===== config.mk =====
export PLATFORM = sky130hd
export DESIGN_NAME = grcmd_top
export DESIGN_NICKNAME = d
export VERILOG_FILES = /design/src/hw/grcmd_pin_report.v /design/src/hw/grcmd_top.v
export VERILOG_INCLUDE_DIRS = /design/src /design/src/hw
export SDC_FILE = /design/constraint.sdc
export NUM_CORES = 1
export LEC_CHECK = 0
export ABC_AREA = 1
export BUFFER_PORTS_ARGS = -buffer_cell sky130_fd_sc_hd__clkbuf_2
export CAP_MARGIN = 20
export CORE_ASPECT_RATIO = 0.5
export CORE_UTILIZATION = 50
export CTS_CLUSTER_SIZE = 25
export DETAILED_ROUTE_END_ITERATION = 10
export PLACE_DENSITY = 0.75
export SLEW_MARGIN = 20
export SYNTH_ARGS = -nofsm -noshare
export SYNTH_HDL_FRONTEND = slang
export SYNTH_HIERARCHICAL = 1
export SYNTH_SLANG_ARGS = --single-unit

===== constraint.sdc =====
create_clock -name clk -period 2 [get_ports clk]
set_clock_uncertainty 0.05 [all_clocks]
set_input_delay 0.3 -clock clk [delete_from_list [all_inputs] [get_ports clk]]
set_output_delay 0.3 -clock clk [all_outputs]
set_load 0.02 [all_outputs]

===== src/hw/grcmd_defs.vh =====
`ifndef GRCMD_DEFS_VH
`define GRCMD_DEFS_VH

`define GRCMD_OP_PIN_QUERY  8'h51
`define GRCMD_OP_SETTINGS   8'h60
`define GRCMD_STATUS_OK     8'h00
`define GRCMD_LEVEL_UNUSED  8'hEE
`define GRCMD_DIR_UNUSED    8'hEF
`define GRCMD_DIR_OUTPUT    8'h00
`define GRCMD_DIR_INPUT     8'h01
`define GRCMD_FILL_BYTE     8'h00
`define GRCMD_REPORT_LEN    7'h40
`define GRCMD_LAST_IDX      6'h3F
`define GRCMD_LOAD_BIT      7
`define GRCMD_IDX_DIVIDER   6'h02
`define GRCMD_IDX_REFERENCE 6'h03
`define GRCMD_IDX_DAC_CODE  6'h04
`define GRCMD_DIV_FIELD     2:0
`define GRCMD_DUTY_FIELD    4:3
`define GRCMD_VRM_FIELD     2:1
`define GRCMD_SRC_BIT       0
`define GRCMD_DAC_FIELD     4:0
`define GRCMD_CLK_DIV_RST   5'h00
`define GRCMD_DAC_REF_RST   3'h0
`define GRCMD_DAC_CODE_RST  5'h00

`endif


===== src/hw/grcmd_pin_report.v =====
`timescale 1ns/100ps
`include "grcmd_defs.vh"

module grcmd_pin_report (
    input  wire       isGpio,
    input  wire       isInput,
    input  wire       level,
    output wire [7:0] levelByte,
    output wire [7:0] dirByte
);

    assign levelByte = isGpio ? {7'h00, level} : `GRCMD_LEVEL_UNUSED;
    assign dirByte   = !isGpio ? `GRCMD_DIR_UNUSED :
                       (isInput ? `GRCMD_DIR_INPUT : `GRCMD_DIR_OUTPUT);

endmodule


===== src/hw/grcmd_top.v =====
`timescale 1ns/100ps
`include "grcmd_defs.vh"

module grcmd_top #(
    parameter PINS = 4
) (
    input  wire            clk,
    input  wire            rst,
    input  wire            cmdValid,
    output wire            cmdReady,
    input  wire [7:0]      cmdByte,
    input  wire            cmdLast,
    output reg             rspValid,
    input  wire            rspReady,
    output reg  [7:0]      rspByte,
    output reg             rspLast,
    input  wire [PINS-1:0] pinIsGpio,
    input  wire [PINS-1:0] pinIsInput,
    input  wire [PINS-1:0] pinLevel,
    output reg  [2:0]      clkDivValue,
    output reg  [1:0]      clkDuty,
    output reg  [1:0]      refModuleLevel,
    output reg             dacRefInternal,
    output reg  [4:0]      dacCode,
    output reg             settingsApplied
);

    // ------------------------------------------------
    // states
    // ------------------------------------------------
    localparam ST_RECV = 2'd0;
    localparam ST_SEND = 2'd1;
    localparam ST_DROP = 2'd2;

    reg  [1:0]      state;
    reg  [5:0]      rxIdx;
    reg  [5:0]      txIdx;
    reg  [7:0]      opcode;
    reg  [PINS-1:0] pinLevelMeta;
    reg  [PINS-1:0] pinLevelSync;
    reg  [PINS-1:0] pinGpioMeta;
    reg  [PINS-1:0] pinGpioSync;
    reg  [PINS-1:0] pinDirMeta;
    reg  [PINS-1:0] pinDirSync;
    reg  [PINS-1:0] snapLevel;
    reg  [PINS-1:0] snapGpio;
    reg  [PINS-1:0] snapDir;
    reg  [7:0]      next_rspByte;

    wire [8*PINS-1:0] levelBytes;
    wire [8*PINS-1:0] dirBytes;
    wire              rxFire;
    wire              txFire;
    wire              settingsByte;
    wire              loadDivider;
    wire              loadReference;
    wire              loadDacCode;
    wire              reportEnd;
    wire [7:0]        endOpcode;

    // ------------------------------------------------
    // command decode
    // ------------------------------------------------
    assign cmdReady = (state == ST_RECV);
    assign rxFire   = cmdValid && cmdReady;
    assign txFire   = rspValid && rspReady;
    // byte 1 and reserved bits never reach a setting
    assign settingsByte  = rxFire && opcode == `GRCMD_OP_SETTINGS && rxIdx != 6'h00;
    assign loadDivider   = settingsByte && rxIdx == `GRCMD_IDX_DIVIDER &&
                           cmdByte[`GRCMD_LOAD_BIT];
    assign loadReference = settingsByte && rxIdx == `GRCMD_IDX_REFERENCE &&
                           cmdByte[`GRCMD_LOAD_BIT];
    assign loadDacCode   = settingsByte && rxIdx == `GRCMD_IDX_DAC_CODE &&
                           cmdByte[`GRCMD_LOAD_BIT];
    assign reportEnd     = rxFire && (cmdLast || rxIdx == `GRCMD_LAST_IDX);
    assign endOpcode     = (rxIdx == 6'h00) ? cmdByte : opcode;

    // ------------------------------------------------
    // pin level synchroniser
    // ------------------------------------------------
    // meta stage feeds only the second flop
    always @(posedge clk) begin
        if (rst) begin
            pinLevelMeta <= {PINS{1'b0}};
            pinLevelSync <= {PINS{1'b0}};
        end else begin
            pinLevelMeta <= pinLevel;
            pinLevelSync <= pinLevelMeta;
        end
    end

    // ------------------------------------------------
    // pin function synchroniser
    // ------------------------------------------------
    always @(posedge clk) begin
        if (rst) begin
            pinGpioMeta <= {PINS{1'b0}};
            pinGpioSync <= {PINS{1'b0}};
        end else begin
            pinGpioMeta <= pinIsGpio;
            pinGpioSync <= pinGpioMeta;
        end
    end

    // ------------------------------------------------
    // pin direction synchroniser
    // ------------------------------------------------
    always @(posedge clk) begin
        if (rst) begin
            pinDirMeta <= {PINS{1'b0}};
            pinDirSync <= {PINS{1'b0}};
        end else begin
            pinDirMeta <= pinIsInput;
            pinDirSync <= pinDirMeta;
        end
    end

    // ------------------------------------------------
    // per-pin reply bytes
    // ------------------------------------------------
    genvar p;
    generate
        for (p = 0; p < PINS; p = p + 1) begin : gPin
            grcmd_pin_report uReport (
                .isGpio    (snapGpio[p]),
                .isInput   (snapDir[p]),
                .level     (snapLevel[p]),
                .levelByte (levelBytes[8*p+7:8*p]),
                .dirByte   (dirBytes[8*p+7:8*p])
            );
        end
    endgenerate

    // ------------------------------------------------
    // reply byte select
    // ------------------------------------------------
    always @* begin
        next_rspByte = `GRCMD_FILL_BYTE;
        if (txIdx == 6'h00) begin
            next_rspByte = `GRCMD_OP_PIN_QUERY;
        end else if (txIdx == 6'h01) begin
            next_rspByte = `GRCMD_STATUS_OK;
        end else if (txIdx >= 6'h02 && txIdx < 6'h02 + 2 * PINS) begin
            // level byte first, direction second
            if (txIdx[0] == 1'b0) begin
                next_rspByte = levelBytes[8*(txIdx[5:1]-1) +: 8];
            end else begin
                next_rspByte = dirBytes[8*(txIdx[5:1]-1) +: 8];
            end
        end
    end

    // ------------------------------------------------
    // command byte counter
    // ------------------------------------------------
    always @(posedge clk) begin
        if (rst) begin
            rxIdx <= 6'h00;
        end else if (reportEnd) begin
            rxIdx <= 6'h00;
        end else if (rxFire) begin
            rxIdx <= rxIdx + 6'h01;
        end
    end

    // ------------------------------------------------
    // command code latch
    // ------------------------------------------------
    always @(posedge clk) begin
        if (rst) begin
            opcode <= 8'h00;
        end else if (rxFire && rxIdx == 6'h00) begin
            opcode <= cmdByte;
        end
    end

    // ------------------------------------------------
    // pin snapshot
    // ------------------------------------------------
    // frozen so one reply never mixes two samples
    always @(posedge clk) begin
        if (rst) begin
            snapLevel <= {PINS{1'b0}};
            snapGpio  <= {PINS{1'b0}};
            snapDir   <= {PINS{1'b0}};
        end else if (reportEnd && endOpcode == `GRCMD_OP_PIN_QUERY) begin
            snapLevel <= pinLevelSync;
            snapGpio  <= pinGpioSync;
            snapDir   <= pinDirSync;
        end
    end

    // ------------------------------------------------
    // clock output divider and duty
    // ------------------------------------------------
    always @(posedge clk) begin
        if (rst) begin
            // volatile copy, back to defaults only at reset
            {clkDuty, clkDivValue} <= `GRCMD_CLK_DIV_RST;
        end else if (loadDivider) begin
            clkDivValue <= cmdByte[`GRCMD_DIV_FIELD];
            clkDuty     <= cmdByte[`GRCMD_DUTY_FIELD];
        end
    end

    // ------------------------------------------------
    // dac reference selection
    // ------------------------------------------------
    always @(posedge clk) begin
        if (rst) begin
            {refModuleLevel, dacRefInternal} <= `GRCMD_DAC_REF_RST;
        end else if (loadReference) begin
            refModuleLevel <= cmdByte[`GRCMD_VRM_FIELD];
            dacRefInternal <= cmdByte[`GRCMD_SRC_BIT];
        end
    end

    // ------------------------------------------------
    // dac output code
    // ------------------------------------------------
    always @(posedge clk) begin
        if (rst) begin
            dacCode <= `GRCMD_DAC_CODE_RST;
        end else if (loadDacCode) begin
            // bits 6..5 lie outside the field and are dropped
            dacCode <= cmdByte[`GRCMD_DAC_FIELD];
        end
    end

    // ------------------------------------------------
    // settings report done pulse
    // ------------------------------------------------
    always @(posedge clk) begin
        if (rst) begin
            settingsApplied <= 1'b0;
        end else begin
            settingsApplied <= reportEnd && endOpcode == `GRCMD_OP_SETTINGS;
        end
    end

    // ------------------------------------------------
    // reply byte counter
    // ------------------------------------------------
    always @(posedge clk) begin
        if (rst) begin
            txIdx <= 6'h00;
        end else if (txFire) begin
            // wraps to zero after byte 63, ready for the next reply
            txIdx <= txIdx + 6'h01;
        end
    end

    // ------------------------------------------------
    // reply byte register
    // ------------------------------------------------
    always @(posedge clk) begin
        if (rst) begin
            rspByte <= 8'h00;
            rspLast <= 1'b0;
        end else if (state == ST_DROP) begin
            rspByte <= next_rspByte;
            rspLast <= (txIdx == `GRCMD_LAST_IDX);
        end else if (txFire) begin
            rspLast <= 1'b0;
        end
    end

    // ------------------------------------------------
    // receive and reply sequencing
    // ------------------------------------------------
    always @(posedge clk) begin
        if (rst) begin
            state    <= ST_RECV;
            rspValid <= 1'b0;
        end else begin
            case (state)
                ST_RECV: begin
                    // a pin query turns the block round
                    if (reportEnd && endOpcode == `GRCMD_OP_PIN_QUERY) begin
                        state <= ST_DROP;
                    end
                end
                ST_DROP: begin
                    // one cycle per byte to register the reply byte at txIdx before it is offered
                    rspValid <= 1'b1;
                    state    <= ST_SEND;
                end
                ST_SEND: begin
                    if (txFire) begin
                        rspValid <= 1'b0;
                        if (txIdx == `GRCMD_LAST_IDX) begin
                            state <= ST_RECV;
                        end else begin
                            state <= ST_DROP;
                        end
                    end
                end
                default: begin
                    state <= ST_RECV;
                end
            endcase
        end
    end

endmodule


==> out/metrics.yaml <==
grt_pass1_wl_mm: 14.1
grt.overflow.total: 0
start_util_pct: 51.6
design_area_um2: 4770
finalCriticalPeriod_ns: 1.84
clk_pin_slew_ns: 0.06
grt_max_degree: 36
wl_mm: 8.46
power_leakage_nw: 2.16
setup_violations: 0
nFillCells: 871
outcome: "finished, violations left"
intPower_w: 0.00271
layout_commonest_cell: "nor2_1"
dp.cells: 771
drtPass1Iterations: 8
cp-end-kind: "register"
drv_slew: 0
cts_buffers: 9
seq_area_um2: 1640
post-cts-setup-buffer-count: 0
drive_gt1_share_pct: 15.2
final_cells: 787
crit_required_ns: 2.16
criticalPathCategory: "reg2reg"
port_buffers: 49
multi_input_area_um2: 2020
cts_buffer_depth: 2
antenna_found_initial: 0
syn_area_um2: 4490
die_y_um: 69.0
first_global_vias: 3116
arrival_ns: 2.00
h-tree-depth: 3
fin_util_pct: 54.8
cts_tree: "built"
cp_max_fo: 9
num_antenna_cells: 0
seq_area_frac_synth_pct: 36.5
power-per-cell-area_nw_per_um2: 784
hold_viol: 0
vias: 3745
clock_latency_ns: 0.34
cts_root_buf: "clkbuf_16"
switching_power_w: 0.00103
setup_tns_ns: 0
rsz0062_at_grt: "false"
maxCapViolations: 0
synth_cell_types: 33
routedWlPerCell_um: 10.7
cts_resized: 0
fp-row-count: 24
place_hpwl_mm: 5.99
p_seq_share_pct: 46.1
die_width_um: 136
power_frac_comb_pct: 11.7
peakVddDrop_mv: 0.489
place_area_um2: 4490
max_freq_mhz: 544
avgSynthCellArea_um2: 6.74
die-area_um2: 9390
power_w: 0.00374
tightest_slew_ns: 0.743
ant_nets: 0
vias_per_cell: 4.76
drc: 1
netlist_instances: 666
synth_seq_cells: 82
hp-class: "in2reg"
maxSlewHeadroom_pct: 50.0
drt_iter0_drc: 272
p_sw_share_pct: 27.6
postCtsHoldBufs: 0
gp_congestion: 0.827
num-nets-final: 699
ios: 50
layout_common_cells: "nor2_1, nand2_1, dfxtp_1"
violations: "DRC"
syn_to_final_growth_pct: 6.27
p_clk_share_pct: 42.2
core_um2: 8710
finalCritPeriodShare_pct: 92.0
cts_sinks: 82
yosysWarnings: 6
track_usage_pct: 18.8
crit_path_start_kind: "register"
==> cell families after synthesis <==
kind of cell / synth area share, %
buf+inv: 18.7
simple gates: 29.1
flops: 36.5
compound gates: 12.4
xor+xnor: 0.390
fa+ha+maj: 2.51
other cells: 0.334
==> cell type report <==
class                      count  area share [%]
sequential                    82            34.4
clock buffer                   9            4.72
tap                          117            3.07
inverter                      84            6.61
multi-input combinational    427            42.4
clock inverter                 7            1.26
timing repair buffer          61            7.55
==> final timing paths <==
path | from | endpoint | slack [ns] | cells past startpoint
worst max register to register | txIdx[1]$_SDFFE_PP0P_ | rspByte[7]$_SDFFE_PP0P_ | 0.16 | 7
worst min-delay path | pinIsGpio[2] | pinGpioMeta[2]$_SDFF_PP0_ | 0.09 | 3
worst min register to register | pinLevelMeta[2]$_SDFF_PP0_ | pinLevelSync[2]$_SDFF_PP0_ | 0.35 | 2
worst max-delay path | txIdx[1]$_SDFFE_PP0P_ | rspByte[7]$_SDFFE_PP0P_ | 0.16 | 7
==> sequential cells by signal, summed over array words and instances, names as in the netlist, 5 cells and up <==
register	flops
rxIdx	6
txIdx	6
dacCode	5
rspByte	8
opcode	8
==> stage by stage <==
step / hold slack [ns] / setup slack (ns)
2_1_floorplan: 0.338 / 0.111
3_3_place_gp: 0.339 / 0.232
3_5_place_dp: 0.343 / 0.169
4_1_cts: 0.0819 / 0.167
5_1_grt: 0.0915 / 0.00447
6_report: 0.0918 / 0.160
==> worst max-delay path, stage by stage (launching register included) <==
cell and delay, ns:
dfxtp_1 0.46, inv_1 0.14, ha_1 0.51, inv_1 0.23, nand2_1 0.11, nand2_1 0.07
nand3_1 0.08, a21oi_1 0.06
==> power by group through the flow <==
| stage | sequential, W | clock, W | combinational [W] |
|---|---|---|---|
| 2_1_floorplan | 0.00176 | 0 | 0.000327 |
| 3_3_place_gp | 0.00176 | 0 | 0.000433 |
| 3_5_place_dp | 0.00176 | 0 | 0.000435 |
| 4_1_cts | 0.00173 | 0.00162 | 0.000438 |
| 5_1_grt | 0.00173 | 0.00169 | 0.000498 |
| 6_report | 0.00173 | 0.00158 | 0.000437 |
==> cells in the mapped netlist (all sizes together) <==
library cell | instances | area (um2)
a211oi | 1 | 7.51
a21oi | 35 | 179
a31oi | 3 | 18.8
buf | 64 | 475
clkbuf | 13 | 50.0
clkinv | 1 | 3.75
conb | 4 | 15.0
dfxtp | 82 | 1640
ha | 9 | 113
inv | 83 | 312
nand2 | 106 | 415
nand3 | 26 | 143
nand4 | 9 | 62.6
nor2 | 150 | 621
nor3 | 6 | 30.0
nor3b | 1 | 7.51
nor4 | 1 | 21.3
o21ai | 63 | 315
o22ai | 6 | 37.5
or2 | 1 | 6.26
xnor2 | 1 | 8.76
xor2 | 1 | 8.76
==> routing by layer <==
metal  vias to the layer above  track usage, %  part of all wire (%)
met1                      1648            26.1                    51
met5                         -               0                     0
met3                        11            4.19                   4.4
li1                       2021               -                     -
met2                        65            28.3                    44
met4                         0            6.67                   1.3
Note: power is estimated with default switching activity, not from simulation.
